**config.mk**
```make
export PLATFORM = sky130hd
export DESIGN_NAME = acq_host_bus_port
export DESIGN_NICKNAME = d
export VERILOG_FILES = /design/src/acq_pkg.sv /design/src/acq_host_bus_port.sv /design/src/acq_sync2.sv /design/src/acq_mem.sv
export VERILOG_INCLUDE_DIRS = /design/src
export SDC_FILE = /design/constraint.sdc
export NUM_CORES = 1
export LEC_CHECK = 0
export BUFFER_PORTS_ARGS = -buffer_cell sky130_fd_sc_hd__clkbuf_2
export CAP_MARGIN = 10
export CORE_ASPECT_RATIO = 0.9
export CORE_UTILIZATION = 65
export DETAILED_ROUTE_END_ITERATION = 12
export PLACE_DENSITY_LB_ADDON = 0.1
export SLEW_MARGIN = 20
export SYNTH_ARGS = -nofsm -noshare
export SYNTH_HDL_FRONTEND = slang
export SYNTH_SLANG_ARGS = --single-unit
```
**constraint.sdc**
```tcl
create_clock -name pclk -period 9.65 [get_ports pclk]
set_input_delay 2.895 -clock pclk [delete_from_list [all_inputs] [get_ports pclk]]
set_output_delay 2.895 -clock pclk [all_outputs]
set_load 0.02 [all_outputs]
```
**src/acq_cfg.svh**
```systemverilog
// constants for the acquisition host bus port: offsets, fields, resets
`ifndef ACQ_CFG_SVH
`define ACQ_CFG_SVH

// --------------------
// apb register byte offsets
// --------------------
`define ACQ_APB_IRQ_STAT 8'h00
`define ACQ_APB_IRQ_MASK 8'h04
`define ACQ_APB_STATUS 8'h08
`define ACQ_APB_CTRL 8'h0C

// --------------------
// apb interrupt event bit positions, event width and ctrl flush bit
// --------------------
`define ACQ_EV_HOST_WR 0
`define ACQ_EV_HOST_RD 1
`define ACQ_EV_FIFO_OVF 2
`define ACQ_EV_SYNC_IN 3
`define ACQ_EV_W 4
`define ACQ_CTRL_FLUSH 0

// --------------------
// host side word map (word index = address_lines[4:1])
// --------------------
`define ACQ_W_IRAM_TOP 1'b0
`define ACQ_W_CONFIG 4'h8
`define ACQ_W_INT_EN 4'h9
`define ACQ_W_INT_STAT 4'hA
`define ACQ_W_FIFO 4'hC

// --------------------
// host register fields and reset values
// --------------------
`define ACQ_CFG_SYNC_DIR 7
`define ACQ_IE_THR_HI 15
`define ACQ_IE_THR_LO 10
`define ACQ_IE_MASK_HI 7
`define ACQ_CONFIG_RST 16'h0000
`define ACQ_INT_EN_RST 16'h0000
`define ACQ_ZERO16 16'h0000

`endif

```
**src/acq_pkg.sv**
```systemverilog
// types shared by the acquisition host bus port files
package acq_pkg;
    // host pins as seen after the synchroniser
    typedef struct packed {
        logic cs_n;
        logic rd_n;
        logic wr_n;
        logic ale;
        logic bw;
        logic sync_in;
        logic [4:0] addr;
        logic [15:0] data;
    } acq_pins_t;

    // host access sequencing
    typedef enum logic [1:0] {
        ACQ_IDLE,
        ACQ_READ,
        ACQ_WRITE
    } acq_state_t;
endpackage

```
**src/acq_host_bus_port.sv**
```systemverilog
// host bus port of the acquisition converter: pins, fifo, dma, irq, apb
//
// Summary of operation
// - bw high: upper byte floats, low byte used
// - bw low: all sixteen data lines used
// - drive data only while read and select low
// - accept data only while write and select low
// - select low halts internal clocking and conversion
// - address latch strobe falling edge captures address
// - five address lines decode registers, fifo, ram
// - sync input edge holds, next clock starts
// - sync output high from start to completion
// - reset makes the sync pin an input
// - interrupt pin low on unmasked interrupt source
// - reading interrupt status clears all, releases pin
// - dma request when fifo count equals threshold
// - word mode ignores lowest address line
//
// Our own choices: the APB register port and the register offsets.
`timescale 1ns/1ps
`include "acq_cfg.svh"
module acq_host_bus_port #(
    parameter int FIFO_DEPTH = 32,
    parameter int FIFO_AW = 5,
    parameter int IRAM_DEPTH = 8
) (
    input wire logic pclk,
    input wire logic presetn,
    // apb slave
    input wire logic psel,
    input wire logic penable,
    input wire logic pwrite,
    input wire logic [7:0] paddr,
    input wire logic [31:0] pwdata,
    output logic [31:0] prdata,
    output logic pready,
    output logic pslverr,
    output logic irq,
    // host pins (asynchronous)
    input wire logic cs_n,
    input wire logic rd_n,
    input wire logic wr_n,
    input wire logic ale,
    input wire logic bus_width_select,
    input wire logic [4:0] address_lines,
    input wire logic [15:0] data_lines_in,
    output logic [15:0] data_lines_out,
    output logic [15:0] data_lines_oe,
    input wire logic sync_in,
    output logic sync_out,
    output logic sync_oe,
    output logic int_n,
    output logic dma_request_out,
    // converter core side (same clock)
    input wire logic [7:0] core_events,
    input wire logic result_valid,
    input wire logic [15:0] result_data,
    input wire logic conv_start,
    input wire logic conv_done,
    output logic core_clk_en,
    output logic sh_hold,
    output logic conv_trigger
);
    import acq_pkg::*;

    // ------------------------------------------------------------------
    // pin synchronisation
    // ------------------------------------------------------------------
    acq_pins_t pins_raw; // pins gathered as one bundle
    acq_pins_t p; // synchronised pins
    assign pins_raw = '{cs_n: cs_n, rd_n: rd_n, wr_n: wr_n, ale: ale,
        bw: bus_width_select, sync_in: sync_in, addr: address_lines,
        data: data_lines_in};

    acq_sync2 #(.W($bits(acq_pins_t))) u_sync (
        .pclk(pclk),
        .presetn(presetn),
        .d(pins_raw),
        .q(p)
    );

    // ------------------------------------------------------------------
    // address latch
    // ------------------------------------------------------------------
    logic [4:0] lat_addr; // address held while the strobe is low
    logic lat_cs_n; // select held while the strobe is low

    // while the strobe is high the latch is transparent, so its last
    // value before the falling edge is what stays captured
    always_ff @(posedge pclk or negedge presetn) begin
        if (!presetn) begin
            lat_addr <= 5'h0_0;
            lat_cs_n <= 1'b1;
        end else if (p.ale) begin
            lat_addr <= p.addr;
            lat_cs_n <= p.cs_n;
        end
    end

    // strobe held high by a non-multiplexed host passes pins straight
    wire [4:0] eff_addr = p.ale ? p.addr : lat_addr;
    wire eff_cs_n = p.ale ? p.cs_n : lat_cs_n;
    wire rd_act = ~eff_cs_n & ~p.rd_n;
    wire wr_act = ~eff_cs_n & ~p.wr_n;
    wire byte_mode = p.bw;

    // ------------------------------------------------------------------
    // host address decode
    // ------------------------------------------------------------------
    // word mode drops the lowest line; byte mode uses it as lane select
    wire [3:0] word_idx = eff_addr[4:1];
    wire hi_byte = byte_mode & eff_addr[0];
    wire sel_iram = (word_idx[3] == `ACQ_W_IRAM_TOP);
    wire sel_cfg = (word_idx == `ACQ_W_CONFIG);
    wire sel_ie = (word_idx == `ACQ_W_INT_EN);
    wire sel_is = (word_idx == `ACQ_W_INT_STAT);
    wire sel_fifo = (word_idx == `ACQ_W_FIFO);

    // ------------------------------------------------------------------
    // host registers and state
    // ------------------------------------------------------------------
    acq_state_t state; // current host access phase
    acq_state_t next_state; // phase for the next cycle
    logic [15:0] config_reg; // device configuration word
    logic [15:0] int_en; // interrupt mask and dma threshold
    logic [7:0] int_stat; // pending host interrupt sources
    logic [15:0] rd_word; // word presented during a read
    logic [15:0] wr_word; // data captured during a write
    logic [15:0] iram_rdata; // instruction ram read data
    logic [15:0] fifo_rdata; // fifo head word
    logic [FIFO_AW:0] fifo_count; // results held
    logic [FIFO_AW-1:0] fifo_wptr; // next slot to fill
    logic [FIFO_AW-1:0] fifo_rptr; // oldest result
    logic sync_prev; // last sampled sync input level
    logic flush; // one-cycle fifo flush from software

    wire sync_dir = config_reg[`ACQ_CFG_SYNC_DIR];
    wire [FIFO_AW:0] dma_thr =
        int_en[`ACQ_IE_THR_HI:`ACQ_IE_THR_LO];

    // ------------------------------------------------------------------
    // read data selection
    // ------------------------------------------------------------------
    logic [15:0] read_mux; // word chosen by the decoded address
    always_comb begin
        read_mux = `ACQ_ZERO16;
        if (sel_iram) begin
            read_mux = iram_rdata;
        end else if (sel_cfg) begin
            read_mux = config_reg;
        end else if (sel_ie) begin
            read_mux = int_en;
        end else if (sel_is) begin
            read_mux = {8'h0_0, int_stat};
        end else if (sel_fifo) begin
            read_mux = fifo_rdata;
        end
    end

    // ------------------------------------------------------------------
    // access sequencing
    // ------------------------------------------------------------------
    always_comb begin
        next_state = state;
        case (state)
            ACQ_IDLE: begin
                if (rd_act) begin
                    next_state = ACQ_READ;
                end else if (wr_act) begin
                    next_state = ACQ_WRITE;
                end
            end
            ACQ_READ: begin
                if (!rd_act) next_state = ACQ_IDLE;
            end
            ACQ_WRITE: begin
                if (!wr_act) next_state = ACQ_IDLE;
            end
            default: next_state = ACQ_IDLE;
        endcase
    end

    wire rd_start = (state == ACQ_IDLE) & rd_act;
    wire rd_end = (state == ACQ_READ) & ~rd_act;
    wire wr_end = (state == ACQ_WRITE) & ~wr_act;
    // in byte mode the fifo advances only after its upper byte is read
    wire pop = rd_end & sel_fifo & (~byte_mode | eff_addr[0]) &
        (fifo_count != '0);
    wire push = result_valid & (fifo_count != FIFO_DEPTH[FIFO_AW:0]);
    wire overflow = result_valid & ~push;
    wire clr_is = rd_start & sel_is;

    // byte writes merge into the stored word, keeping the other lane
    logic [15:0] old_word; // current value of the written word
    always_comb begin
        old_word = iram_rdata;
        if (sel_cfg) old_word = config_reg;
        if (sel_ie) old_word = int_en;
    end
    wire [15:0] merged = !byte_mode ? wr_word :
        (hi_byte ? {wr_word[7:0], old_word[7:0]}
                 : {old_word[15:8], wr_word[7:0]});

    // ------------------------------------------------------------------
    // host side register updates
    // ------------------------------------------------------------------
    // status is snapshot on the first read cycle so the clear is not seen
    always_ff @(posedge pclk or negedge presetn) begin
        if (!presetn) begin
            state <= ACQ_IDLE;
            rd_word <= `ACQ_ZERO16;
            wr_word <= `ACQ_ZERO16;
            config_reg <= `ACQ_CONFIG_RST;
            int_en <= `ACQ_INT_EN_RST;
        end else begin
            state <= next_state;
            if (rd_start || (state == ACQ_READ && !sel_is)) begin
                rd_word <= read_mux;
            end
            if (wr_act) wr_word <= p.data;
            if (wr_end && sel_cfg) config_reg <= merged;
            if (wr_end && sel_ie) int_en <= merged;
        end
    end

    // ------------------------------------------------------------------
    // host interrupt status
    // ------------------------------------------------------------------
    // a source arriving in the clearing cycle survives the clear
    always_ff @(posedge pclk or negedge presetn) begin
        if (!presetn) begin
            int_stat <= 8'h0_0;
        end else begin
            int_stat <= (clr_is ? 8'h0_0 : int_stat) | core_events;
        end
    end

    // ------------------------------------------------------------------
    // memories
    // ------------------------------------------------------------------
    acq_mem #(.W(16), .DEPTH(IRAM_DEPTH), .AW(3)) u_iram (
        .pclk(pclk),
        .we(wr_end & sel_iram),
        .waddr(word_idx[2:0]),
        .wdata(merged),
        .raddr(word_idx[2:0]),
        .rdata(iram_rdata)
    );

    acq_mem #(.W(16), .DEPTH(FIFO_DEPTH), .AW(FIFO_AW)) u_fifo (
        .pclk(pclk),
        .we(push),
        .waddr(fifo_wptr),
        .wdata(result_data),
        .raddr(fifo_rptr),
        .rdata(fifo_rdata)
    );

    // ------------------------------------------------------------------
    // fifo pointers
    // ------------------------------------------------------------------
    // a full fifo drops new results and reports it as an overflow event
    always_ff @(posedge pclk or negedge presetn) begin
        if (!presetn) begin
            fifo_wptr <= '0;
            fifo_rptr <= '0;
            fifo_count <= '0;
        end else if (flush) begin
            fifo_wptr <= '0;
            fifo_rptr <= '0;
            fifo_count <= '0;
        end else begin
            if (push) fifo_wptr <= fifo_wptr + 1'b1;
            if (pop) fifo_rptr <= fifo_rptr + 1'b1;
            if (push && !pop) begin
                fifo_count <= fifo_count + 1'b1;
            end else if (pop && !push) begin
                fifo_count <= fifo_count - 1'b1;
            end
        end
    end

    // ------------------------------------------------------------------
    // pin outputs
    // ------------------------------------------------------------------
    // all pin outputs are registered, so the data enables trail the synchronised
    // strobes by one cycle and read data by two; from a pin that is three and four cycles
    always_ff @(posedge pclk or negedge presetn) begin
        if (!presetn) begin
            data_lines_out <= `ACQ_ZERO16;
            data_lines_oe <= `ACQ_ZERO16;
            int_n <= 1'b1;
            dma_request_out <= 1'b0;
            core_clk_en <= 1'b1;
            sync_out <= 1'b0;
            sync_oe <= 1'b0;
            sh_hold <= 1'b0;
            conv_trigger <= 1'b0;
            sync_prev <= 1'b0;
        end else begin
            data_lines_out <= hi_byte ? {8'h0_0, rd_word[15:8]} : rd_word;
            data_lines_oe <= {{8{rd_act & ~byte_mode}},
                {8{rd_act}}};
            int_n <= ~|(int_stat & int_en[`ACQ_IE_MASK_HI:0]);
            dma_request_out <= (fifo_count == dma_thr);
            core_clk_en <= eff_cs_n;
            sync_prev <= p.sync_in;
            sync_oe <= sync_dir;
            // input mode: a rising sync edge holds, the next clock starts
            sh_hold <= ~sync_dir & p.sync_in & ~sync_prev;
            conv_trigger <= sh_hold;
            if (!sync_dir) begin
                sync_out <= 1'b0;
            end else if (conv_start) begin
                sync_out <= 1'b1;
            end else if (conv_done) begin
                sync_out <= 1'b0;
            end
        end
    end

    // ------------------------------------------------------------------
    // apb decode
    // ------------------------------------------------------------------
    logic [`ACQ_EV_W-1:0] irq_stat; // sticky events, write one to clear
    logic [`ACQ_EV_W-1:0] irq_mask; // one enables the event
    wire setup = psel & ~penable;
    wire access = psel & penable & pready;
    wire hit_stat = (paddr == `ACQ_APB_IRQ_STAT);
    wire hit_mask = (paddr == `ACQ_APB_IRQ_MASK);
    wire hit_status = (paddr == `ACQ_APB_STATUS);
    wire hit_ctrl = (paddr == `ACQ_APB_CTRL);
    wire mapped = hit_stat | hit_mask | hit_status | hit_ctrl;
    wire [`ACQ_EV_W-1:0] events = {sh_hold, overflow, rd_end, wr_end};
    wire [31:0] apb_mux =
        hit_stat ? {28'h000_0000, irq_stat} :
        hit_mask ? {28'h000_0000, irq_mask} :
        hit_status ? {22'h00_0000, state != ACQ_IDLE, ~eff_cs_n,
            sync_out, sync_dir, fifo_count} :
        32'h0000_0000;

    // ------------------------------------------------------------------
    // apb slave
    // ------------------------------------------------------------------
    // answer one cycle after setup; unmapped addresses read zero and
    // flag an error, writes to them are dropped
    always_ff @(posedge pclk or negedge presetn) begin
        if (!presetn) begin
            pready <= 1'b0;
            pslverr <= 1'b0;
            prdata <= 32'h0000_0000;
        end else begin
            pready <= setup;
            pslverr <= setup & ~mapped;
            prdata <= setup ? apb_mux : 32'h0000_0000;
        end
    end

    // event set wins over a same-cycle write-one clear
    always_ff @(posedge pclk or negedge presetn) begin
        if (!presetn) begin
            irq_stat <= '0;
            irq_mask <= '0;
            flush <= 1'b0;
            irq <= 1'b0;
        end else begin
            irq_stat <= (irq_stat & ~((access & pwrite & hit_stat) ?
                pwdata[`ACQ_EV_W-1:0] : '0)) | events;
            if (access && pwrite && hit_mask) begin
                irq_mask <= pwdata[`ACQ_EV_W-1:0];
            end
            flush <= access & pwrite & hit_ctrl & pwdata[`ACQ_CTRL_FLUSH];
            irq <= |(irq_stat & irq_mask);
        end
    end

    initial begin
        if (FIFO_DEPTH != (1 << FIFO_AW)) begin
            $error("acq_host_bus_port: fifo depth must be 2**FIFO_AW");
        end
        if (IRAM_DEPTH != 8) $error("acq_host_bus_port: ram is 8 words");
    end
endmodule

```
**src/acq_sync2.sv**
```systemverilog
// two flip-flop synchroniser for signals arriving from the host pins
`timescale 1ns/1ps
module acq_sync2 #(
    parameter int W = 1
) (
    input wire logic pclk,
    input wire logic presetn,
    input wire logic [W-1:0] d,
    output logic [W-1:0] q
);
    logic [W-1:0] meta; // first stage, read only by q

    // --------------------
    // resynchronise
    // --------------------
    // the first stage feeds nothing but the second stage
    always_ff @(posedge pclk or negedge presetn) begin
        if (!presetn) begin
            meta <= '0;
            q <= '0;
        end else begin
            meta <= d;
            q <= meta;
        end
    end

    initial begin
        if (W < 1) $error("acq_sync2: width must be positive");
    end
endmodule

```
**src/acq_mem.sv**
```systemverilog
// small memory with separate write and read addresses and registered read data
`timescale 1ns/1ps
module acq_mem #(
    parameter int W = 16,
    parameter int DEPTH = 32,
    parameter int AW = 5
) (
    input wire logic pclk,
    input wire logic we,
    input wire logic [AW-1:0] waddr,
    input wire logic [W-1:0] wdata,
    input wire logic [AW-1:0] raddr,
    output logic [W-1:0] rdata
);
    logic [W-1:0] mem [DEPTH]; // storage array, no reset needed

    // --------------------
    // write and registered read
    // --------------------
    // read data lags the address by one cycle
    always_ff @(posedge pclk) begin
        if (we) begin
            mem[waddr] <= wdata;
        end
        rdata <= mem[raddr];
    end

    initial begin
        if ((1 << AW) < DEPTH) $error("acq_mem: address too narrow");
    end
endmodule

```
==> results of run 1 <==
-- area by class of cell --
type	count	area (sq um)	share of cell area, %
Sequential cell	869	24800	65.6
Timing Repair Buffer	171	1020	2.70
Tap cell	688	861	2.28
Clock buffer	107	2190	5.78
Multi-Input combinational cell	926	8490	22.5
Clock inverter	37	315	0.834
Antenna cell	1	2.50	0.00662
Inverter	36	135	0.357
-- cells in the mapped netlist (4+ instances only) --
cell type / number
buf_1: 11
mux4_2: 160
mux2_2: 51
nand3_1: 58
a22o_1: 9
a21o_1: 20
a221oi_1: 22
mux2_1: 5
xnor2_1: 8
a2111oi_0: 7
nor3_1: 14
buf_4: 38
dfrtp_1: 195
a211oi_1: 23
xor2_1: 5
nor3b_1: 6
o2111a_1: 7
a31oi_1: 19
o21ai_0: 41
nand3b_1: 4
a21oi_1: 43
nand4_1: 6
a22oi_1: 25
and2_1: 13
o221a_2: 4
o21ai_1: 15
o221a_1: 4
mux2i_1: 14
ha_1: 9
o22ai_1: 16
nor2b_1: 16
dfxtp_1: 32
inv_1: 33
nor4_1: 4
edfxtp_1: 640
nor2_1: 81
buf_2: 15
nand2_1: 149
clkbuf_1: 76
-- metrics by stage --
| stage | cell area [sq um] | total power [mW] |
|---|---|---|
| floorplan | 34000 | 5.51 |
| global placement | 35300 | 5.98 |
| detailed placement | 35300 | 6.03 |
| CTS | 37800 | 9.04 |
| global route | 37800 | 9.31 |
| finish | 37800 | 9.00 |
-- metal layers --
| layer | up-vias | global-route usage [%] |
|---|---|---|
| li1 | 7858 | - |
| met1 | 9357 | 43.0 |
| met2 | 867 | 45.8 |
| met3 | 155 | 4.63 |
| met4 | 0 | 10.8 |
| met5 | - | 0 |
-- logic make-up after synthesis --
| kind of cell | Yosys count | share of synthesized area, % |
|---|---|---|
| simple gates | 374 | 5.14 |
| compound gates | 277 | 5.70 |
| mux | 230 | 12.9 |
| fa+ha+maj | 10 | 0.391 |
| other cells | 1 | 0.0111 |
| flops | 869 | 73.1 |
| xor+xnor | 13 | 0.336 |
| buf+inv | 176 | 2.42 |
-- power breakdown --
part           total [mW]  leakage, nW  internal, mW  switching, mW
sequential           4.59         8.45          4.35          0.246
clock                3.03         1.22          1.68           1.35
combinational        1.37         3.54         0.597          0.774
total                9.00         13.2          6.63           2.37
-- how the worst max path moves through the flow --
stage	to	from	cells after the start	slack [ns]
3_3_place_gp	fifo_count[5]$_DFFE_PN0P_	result_valid	9	4.06
6_report	fifo_count[5]$_DFFE_PN0P_	result_valid	9	4.67
2_1_floorplan	u_fifo.mem[23][0]$_DFFE_PP_	result_valid	4	4.38
4_1_cts	fifo_count[5]$_DFFE_PN0P_	result_valid	9	4.68
5_1_grt	fifo_count[5]$_DFFE_PN0P_	result_valid	9	4.55
3_5_place_dp	fifo_count[5]$_DFFE_PN0P_	result_valid	9	4.04
==> metrics, run 1 <==
Post-synth EDFFs 640; Core Footprint 0.0516 sq mm; clock sink count 869; Worst Slack Setup Final 4.67 ns; Yosys cell types 73; largest net degree at the start of global routing 130; Tot GR Track Use 29.4%; crit-path max FO 12; post-synth top area share 56.7%; final period utilization 51.6%; worst path bufs/invs 1; arrival time worst endpoint 5.49 ns; worst slew pin tran 1.07 ns; Max-Cap Viols 0; drt total wl 75700 microns; Crit Path Class in2reg; # fillers 3073; Mapped Cells 1950; GRT overflow 0; area leader, netlist edfxtp_1; RSZ-0062 raised after global routing false; Reg-to-Reg Start u_sync.q[23]$_DFF_PN0_; met3 WL 5840 microns; post-CTS setup buffers 0; top flop regs u_fifo.mem (512), u_iram.mem (128); worst flop-to-flop path endpoint fifo_count[5]$_DFFE_PN0P_; final core occ 73.3%; initial drt markers 1953; Clock Skew 0.0143 ns; RD Place Congestion 0.904; largest cells by area after synthesis edfxtp_1 (57%), dfrtp_1 (14%), mux4_2 (11%); Final ANT Viol Nets 0; first-pass GRT wire length 114000 microns; max reg flops 512; setup TNS 0 ns; final slew viol count 0; layout cells sized above 1 25.3%; wire per inst 26.7 microns; post-synth design cell area 0.0339 sq mm; vias per inst 6.43; R2R cell count 11; Rel. slew slack 26.7%; Die Y 219 microns; status finished, final reports clean; latest clock arrival within the worst-skew pair 0.63 ns; Leak Pwr 13.2 nW; Worst path max stage delay 0.60 ns; PD cells 238 mW/mm^2; Biggest register u_fifo.mem; post_cts resized 0; met2 wire len 36000 microns; Clk pin slew, worst setup/hold paths 0.06 ns; Yosys warning count 0; Min Clock Period, post-route 4.98 ns; async set-or-reset flop fraction in the synthesized netlist 22.7%; WHS Endpoint u_sync.q[14]$_DFF_PN0_; maximum vdd drop 197 uV; most frequent cells in the layout edfxtp_1 (640), dfrtp_1 (192), mux4_2 (160); clock root cell clkbuf_16; DR top layer met4; IO Pins 173; most common cell after layout, fill and taps aside edfxtp_1; die area 0.0531 sq mm; CP cell instances clkbuf_2, o31a_1, o31ai_2, ha_1, a211oi_1, o21ai_0, a21oi_1, mux2i_1, mux2_1; worst hold slack 0.347 ns; Fmax 201 MHz; placed cells 2689; final hold vios 0; setup slack, reg-to-reg 5.61 ns; critical path endpoint category flip-flop; slowest CP cell o31a_1; Synth Register Bits 869; Remaining DRCs 0; # hold bufs at CTS 0; vias after detailed routing 18237; Worst Min Path Start u_sync.meta[14]$_DFF_PN0_; Die W 243 microns; initial antenna violation count 1; Core Rows 79; CTS tree done; nets 2194; HPWL Detailed 46500 microns; Hold WC Path Type reg2reg; non-filler cells, final 2835; Synth Flop Type edfxtp_1; Critical Path RT 10.15 ns; area delta synth->final 11.5%; Max clock buf depth 3; synthesized area per cell 17.4 sq um; vias in the first global route 18115; input/output buffers 122; Final setup viols 0; met1 WL 31100 microns; htree depth 3; Starting Density 65.7%; register area share after synthesis 73.1%; DR pass1 iterations 5; dpl ws 4.04 ns; total CTS buffers 81; CP delay by family, top compound AO/OA/AOI/OAI gates; hold depth 0; CP startpoint kind input port
(Power assumes the default switching activity.)
==> run 2, diff against run 1 <==
- CORE_UTILIZATION: 65 -> 61
- clock period: 9.65 -> 4.9 ns (I/O delays scaled with it)
==> metrics, run 2 (synthesized netlist as in run 1, its figures left out) <==
post-CTS setup buffers 0 (unchanged); input/output buffers 122 (unchanged); Combinational Power Share 15.0% (-0.2 points); sw frac 25.7% (-0.66 points); initial antenna violation count 1 (unchanged); Die Y 226 microns (+3.2%); clock root cell clkbuf_16; Final setup viols 0 (unchanged); final instance area 0.0382 sq mm (+1.1%); Reg area 0.0248 sq mm (unchanged); RD Place Congestion 0.890 (-1.5%); final period utilization 76.3%; vias per inst 6.37 (-0.95%); total CTS buffers 82 (+1.2%); layout cells sized above 1 26.0% (+0.71 points); # fillers 3417 (+11%); CP startpoint kind flip-flop; arrival time worst endpoint 4.30 ns (-1.19 ns); PD cells 469 mW/mm^2 (+97%); Clk network pwr share 34.7% (+1.0 points); setup TNS 0 ns (unchanged); die area 0.0565 sq mm (+6.5%); Die W 251 microns (+3.2%); Hold WC Path Type reg2reg; post_cts resized 0 (unchanged); most common cell after layout, fill and taps aside edfxtp_1; clock sink count 869 (unchanged); P_sw 4.60 mW (+94%); most frequent cells in the layout edfxtp_1 (640), dfrtp_1 (192), mux4_2 (160); Core Rows 81 (+2.5%); final slew viol count 0 (unchanged); area of the multi-input gates 0.00847 sq mm (-0.25%); Leak Pwr 13.4 nW (+1.7%); area delta synth->final 12.7%; Core Footprint 0.0546 sq mm (+5.9%); GRT overflow 0 (unchanged); Worst Min Path Start u_sync.meta[2]$_DFF_PN0_; final core occ 70.0% (-3.3 points); critical path endpoint category flip-flop; Tot GR Track Use 28.0% (-1.4 points); Min Clock Period, post-route 3.74 ns; drt total wl 76800 microns (+1.5%); worst hold slack 0.346 ns (-0.00109 ns); Max clock buf depth 3 (unchanged); vias after detailed routing 18415 (+0.98%); crit-path max FO 18 (+6); Power Internal 13.3 mW (+100%); nets 2226 (+1.5%); Remaining DRCs 0 (unchanged); Clock Skew 0.0170 ns (+0.00264 ns); Critical Path RT 5.46 ns (-4.69 ns); Biggest register u_fifo.mem; initial drt markers 1703 (-13%); worst flop-to-flop path endpoint config_reg[1]$_DFFE_PN0P_; Clk pin slew, worst setup/hold paths 0.06 ns (about the same); Starting Density 62.1% (-3.6 points); RSZ-0062 raised after global routing false; max reg flops 512 (unchanged); Rel. slew slack 23.2% (-3.6 points); R2R cell count 7 (-4); worst slew pin tran 1.15 ns (+0.0839 ns); Crit Path Class reg2reg; cell area after placement 0.0356 sq mm (+0.86%); status finished, final reports clean; wire per inst 26.6 microns (-0.47%); Fmax 267 MHz; vias in the first global route 18531 (+2.3%); htree depth 3 (unchanged); top flop regs u_fifo.mem (512), u_iram.mem (128); HPWL Detailed 46000 microns (-1.1%); latest clock arrival within the worst-skew pair 0.63 ns (about the same); CTS tree done; Sequential Power Share 50.3% (-0.7 points); Final ANT Viol Nets 0 (unchanged); largest net degree at the start of global routing 112 (-14%); Max-Cap Viols 0 (unchanged); # hold bufs at CTS 0 (unchanged); DR pass1 iterations 5 (unchanged); setup slack, reg-to-reg 1.16 ns (-4.45 ns); IO Pins 173 (unchanged); hold depth 0 (unchanged); Reg-to-Reg Start u_sync.q[23]$_DFF_PN0_; WHS Endpoint u_sync.q[2]$_DFF_PN0_; maximum vdd drop 372 uV (+89%); final hold vios 0 (unchanged); first-pass GRT wire length 116000 microns (+1.3%)
==> run 2: how the worst max path moves through the flow <==
| stage | from | cells after the start | slack [ns] | end |
|---|---|---|---|---|
| global route | u_sync.q[23]$_DFF_PN0_ | 9 | 0.97 | fifo_count[5]$_DFFE_PN0P_ |
| CTS | u_sync.q[23]$_DFF_PN0_ | 6 | 1.20 | int_en[7]$_DFFE_PN0P_ |
| global placement | u_sync.q[23]$_DFF_PN0_ | 7 | 1.31 | config_reg[1]$_DFFE_PN0P_ |
| floorplan | result_valid | 4 | 1.06 | u_fifo.mem[23][0]$_DFFE_PP_ |
| detailed placement | u_sync.q[23]$_DFF_PN0_ | 6 | 1.24 | int_en[7]$_DFFE_PN0P_ |
| finish | u_sync.q[23]$_DFF_PN0_ | 7 | 1.16 | config_reg[1]$_DFFE_PN0P_ |
==> run 2: area by class of cell <==
class                   instances  area share (%)
clock buffers                 114            5.98
well taps                     705            2.31
multi-input cells             926            22.2
diodes                          1         0.00655
inverters                      36           0.354
flip-flops and latches        869            64.9
clock inverters                37           0.907
repair buffers                202            3.39
==> run 2: through the flow <==
step / worst slack (ns) / total power [mW] / std cells
2_1_floorplan: 1.06 / 10.9 / 1971
3_3_place_gp: 1.31 / 11.8 / 2738
3_5_place_dp: 1.24 / 11.9 / 2738
4_1_cts: 1.20 / 18.0 / 2889
5_1_grt: 0.967 / 18.5 / 2890
6_report: 1.16 / 17.9 / 2890
==> run 2: worst max-delay path: stages (launching register included) <==
cell	delay [ns]
dfrtp_1	0.67
buf_4	0.35
or3b_1	0.60
a22oi_1	0.76
buf_4	0.28
nand2_1	0.06
a31oi_1	0.66
mux2_2	0.28
==> run 2: power by group through the flow <==
stage,registers (mW),logic (mW),clock network (mW)
finish,9.02,2.68,6.21
global route,9.08,2.90,6.56
CTS,9.02,2.71,6.30
detailed placement,9.16,2.69,0
global placement,9.14,2.63,0
floorplan,8.95,1.91,0
==> run 2: per-layer routing <==
layer	share of wire (%)	track usage, %
met1	39	37.4
met2	50	46.8
met3	6.7	4.83
met4	3.9	10.6
met5	0	0
==> run 3, diff against run 2 <==
- CORE_UTILIZATION: 61 -> 55
- clock period: 4.9 -> 3.3 ns (I/O delays scaled with it)
==> metrics, run 3 (synthesized netlist as in run 1, its figures left out) <==
Clk network pwr share 35.1% (+0.4 points); Worst path max stage delay 0.49 ns (-0.27 ns); final hold vios 0 (unchanged); Core Footprint 0.0604 sq mm (+11%); P_sw 7.10 mW (+54%); sw frac 25.9% (+0.20 points); maximum vdd drop 490 uV (+32%); PD cells 701 mW/mm^2 (+49%); clock root cell clkbuf_16; layout cells sized above 1 29.6% (+3.6 points); Sequential Power Share 48.4% (-1.9 points); largest net degree at the start of global routing 87 (-22%); htree depth 3 (unchanged); Reg-to-Reg Start u_sync.q[23]$_DFF_PN0_; nets 2290 (+2.9%); CP startpoint kind flip-flop; first-pass GRT wire length 122000 microns (+5.1%); initial drt markers 1955 (+15%); slowest CP cell dfrtp_2; wire per inst 26.8 microns (+0.85%); Die W 264 microns (+5.3%); worst flop-to-flop path endpoint fifo_count[5]$_DFFE_PN0P_; DR pass1 iterations 7 (+2); HPWL Detailed 50800 microns (+10%); Min Clock Period, post-route 3.16 ns (-0.582 ns); Combinational Power Share 16.5% (+1.5 points); Max clock buf depth 3 (unchanged); latest clock arrival within the worst-skew pair 0.64 ns (about the same); # hold bufs at CTS 0 (unchanged); Clock Skew 0.0298 ns (+0.0128 ns); final core occ 64.8% (-5.1 points); Critical Path RT 3.80 ns (-1.66 ns); post-CTS setup buffers 0 (unchanged); arrival time worst endpoint 3.66 ns (-0.64 ns); Max-Cap Viols 0 (unchanged); drt total wl 81400 microns (+5.9%); Fmax 317 MHz (+18%); final period utilization 95.7% (+19 points); CP cell instances nor3b_1, o22ai_1, buf_4, o31ai_4, ha_1, a211oi_2, o21ai_0, a21oi_1, mux2i_1, mux2_1; Final ANT Viol Nets 0 (unchanged); Starting Density 56.1% (-5.9 points); hold depth 0 (unchanged); RD Place Congestion 0.889 (-0.10%); IO Pins 173 (unchanged); vias after detailed routing 18621 (+1.1%); Power Internal 20.3 mW (+53%); Worst Min Path Start u_sync.meta[26]$_DFF_PN0_; final slew viol count 0 (unchanged); die area 0.0627 sq mm (+11%); Crit Path Class reg2reg; most common cell after layout, fill and taps aside edfxtp_1; dpl ws -0.0499 ns (-1.29 ns); crit-path max FO 9 (-9); vias per inst 6.14 (-3.7%); area delta synth->final 15.5%; WHS Endpoint u_sync.q[26]$_DFF_PN0_; most frequent cells in the layout edfxtp_1 (640), dfrtp_1 (190), mux4_2 (160); Tot GR Track Use 26.6% (-1.5 points); Hold WC Path Type reg2reg; clock sink count 869 (unchanged); total CTS buffers 85 (+3.7%); max reg flops 512 (unchanged); Remaining DRCs 0 (unchanged); R2R cell count 10 (+3); vias in the first global route 18887 (+1.9%); Biggest register u_fifo.mem; status finished, final reports clean; Core Rows 85 (+4.9%); initial antenna violation count 6 (+5); input/output buffers 122 (unchanged); GRT overflow 0 (unchanged); total power 27.4 mW (+53%); setup slack, reg-to-reg 0.14 ns (-1.02 ns); Rel. slew slack 35.0% (+12 points); Diodes inserted 0 (-1); Die Y 238 microns (+5.3%); RSZ-0062 raised after global routing false; Leak Pwr 13.8 nW (+3.0%); top flop regs u_fifo.mem (512), u_iram.mem (128); crit path launch u_sync.q[23]$_DFF_PN0_; worst slew pin tran 0.975 ns (-0.178 ns); CTS tree done; Worst Slack Setup Final 0.143 ns (-1.02 ns); critical path endpoint category flip-flop; Final setup viols 0 (unchanged); Clk pin slew, worst setup/hold paths 0.06 ns (about the same)
==> run 3: cell count changes in the layout (fill, tap and decap cells not counted), moves of 2 or more <==
cell and delta:
bufinv_16 +4, buf_4 +49, dfrtp_1 -2, dfrtp_2 +2, a21oi_2 +2, nor2_1 -29
clkinv_1 +2, nor2_2 +30, a21oi_1 -2, buf_12 +12
==> run 3: layer usage <==
metal / vias to the layer above / share of wire [%] / track usage, %
met5: - / 0.031 / 0
li1: 8063 / - / -
met3: 142 / 6.8 / 4.77
met2: 754 / 49 / 42.9
met4: 4 / 3.2 / 9.13
met1: 9658 / 41 / 36.9
==> run 3: cell type report <==
class	instances	area, sq um
multi-input combinational	926	8560
tap	783	980
timing repair buffer	263	1900
inverter	36	135
clock inverter	44	482
fill	4201	21300
clock buffer	113	2290
sequential	869	24800
==> run 3: worst max-delay path by stage <==
stage / slack [ns] / depth (start not counted) / end
after floorplan: 0.05 / 6 / u_iram.mem[7][0]$_DFFE_PP_
after global placement: -0.07 / 10 / fifo_count[5]$_DFFE_PN0P_
after detailed placement: -0.05 / 10 / fifo_count[5]$_DFFE_PN0P_
after CTS: 0.04 / 10 / fifo_count[5]$_DFFE_PN0P_
after global routing: 0.007 / 10 / fifo_count[5]$_DFFE_PN0P_
final: 0.14 / 10 / fifo_count[5]$_DFFE_PN0P_
==> run 3: power by group through the flow <==
| stage | Sequential [mW] | Combinational, mW | Clock [mW] |
|---|---|---|---|
| 6_report | 13.3 | 4.52 | 9.64 |
| 5_1_grt | 13.4 | 4.88 | 10.2 |
| 4_1_cts | 13.3 | 4.56 | 9.80 |
| 2_1_floorplan | 13.3 | 2.85 | 0 |
| 3_5_place_dp | 13.5 | 4.53 | 0 |
| 3_3_place_gp | 13.5 | 4.44 | 0 |
==> run 3: stage by stage <==
stage | hold slack, ns | cells | setup TNS, ns | cell area, sq um
2_1_floorplan | 0.331 | 1971 | 0 | 34000
6_report | 0.346 | 3034 | 0 | 39200
4_1_cts | 0.348 | 3034 | 0 | 39100
3_3_place_gp | 0.333 | 2877 | -0.0665 | 36400
3_5_place_dp | 0.335 | 2877 | -0.0499 | 36400
5_1_grt | 0.351 | 3034 | 0 | 39200
==> run 3: worst max-delay path, delay by kind of cell, from the launching register on <==
| kind | cells | cell delay, ns |
|---|---|---|
| muxes | 2 | 0.58 |
| and+or+nand+nor | 1 | 0.29 |
| AOI/OAI and AO/OA | 5 | 1.16 |
| DFF | 1 | 0.49 |
| buffers and inverters | 1 | 0.20 |
| adders and majority gates | 1 | 0.31 |
==> run 3: repair_timing <==
item | in CTS | in global routing
cloned | 0 | 0
gates resized for setup | 2 | 2
endpoints found under the setup margin | 1 | 1
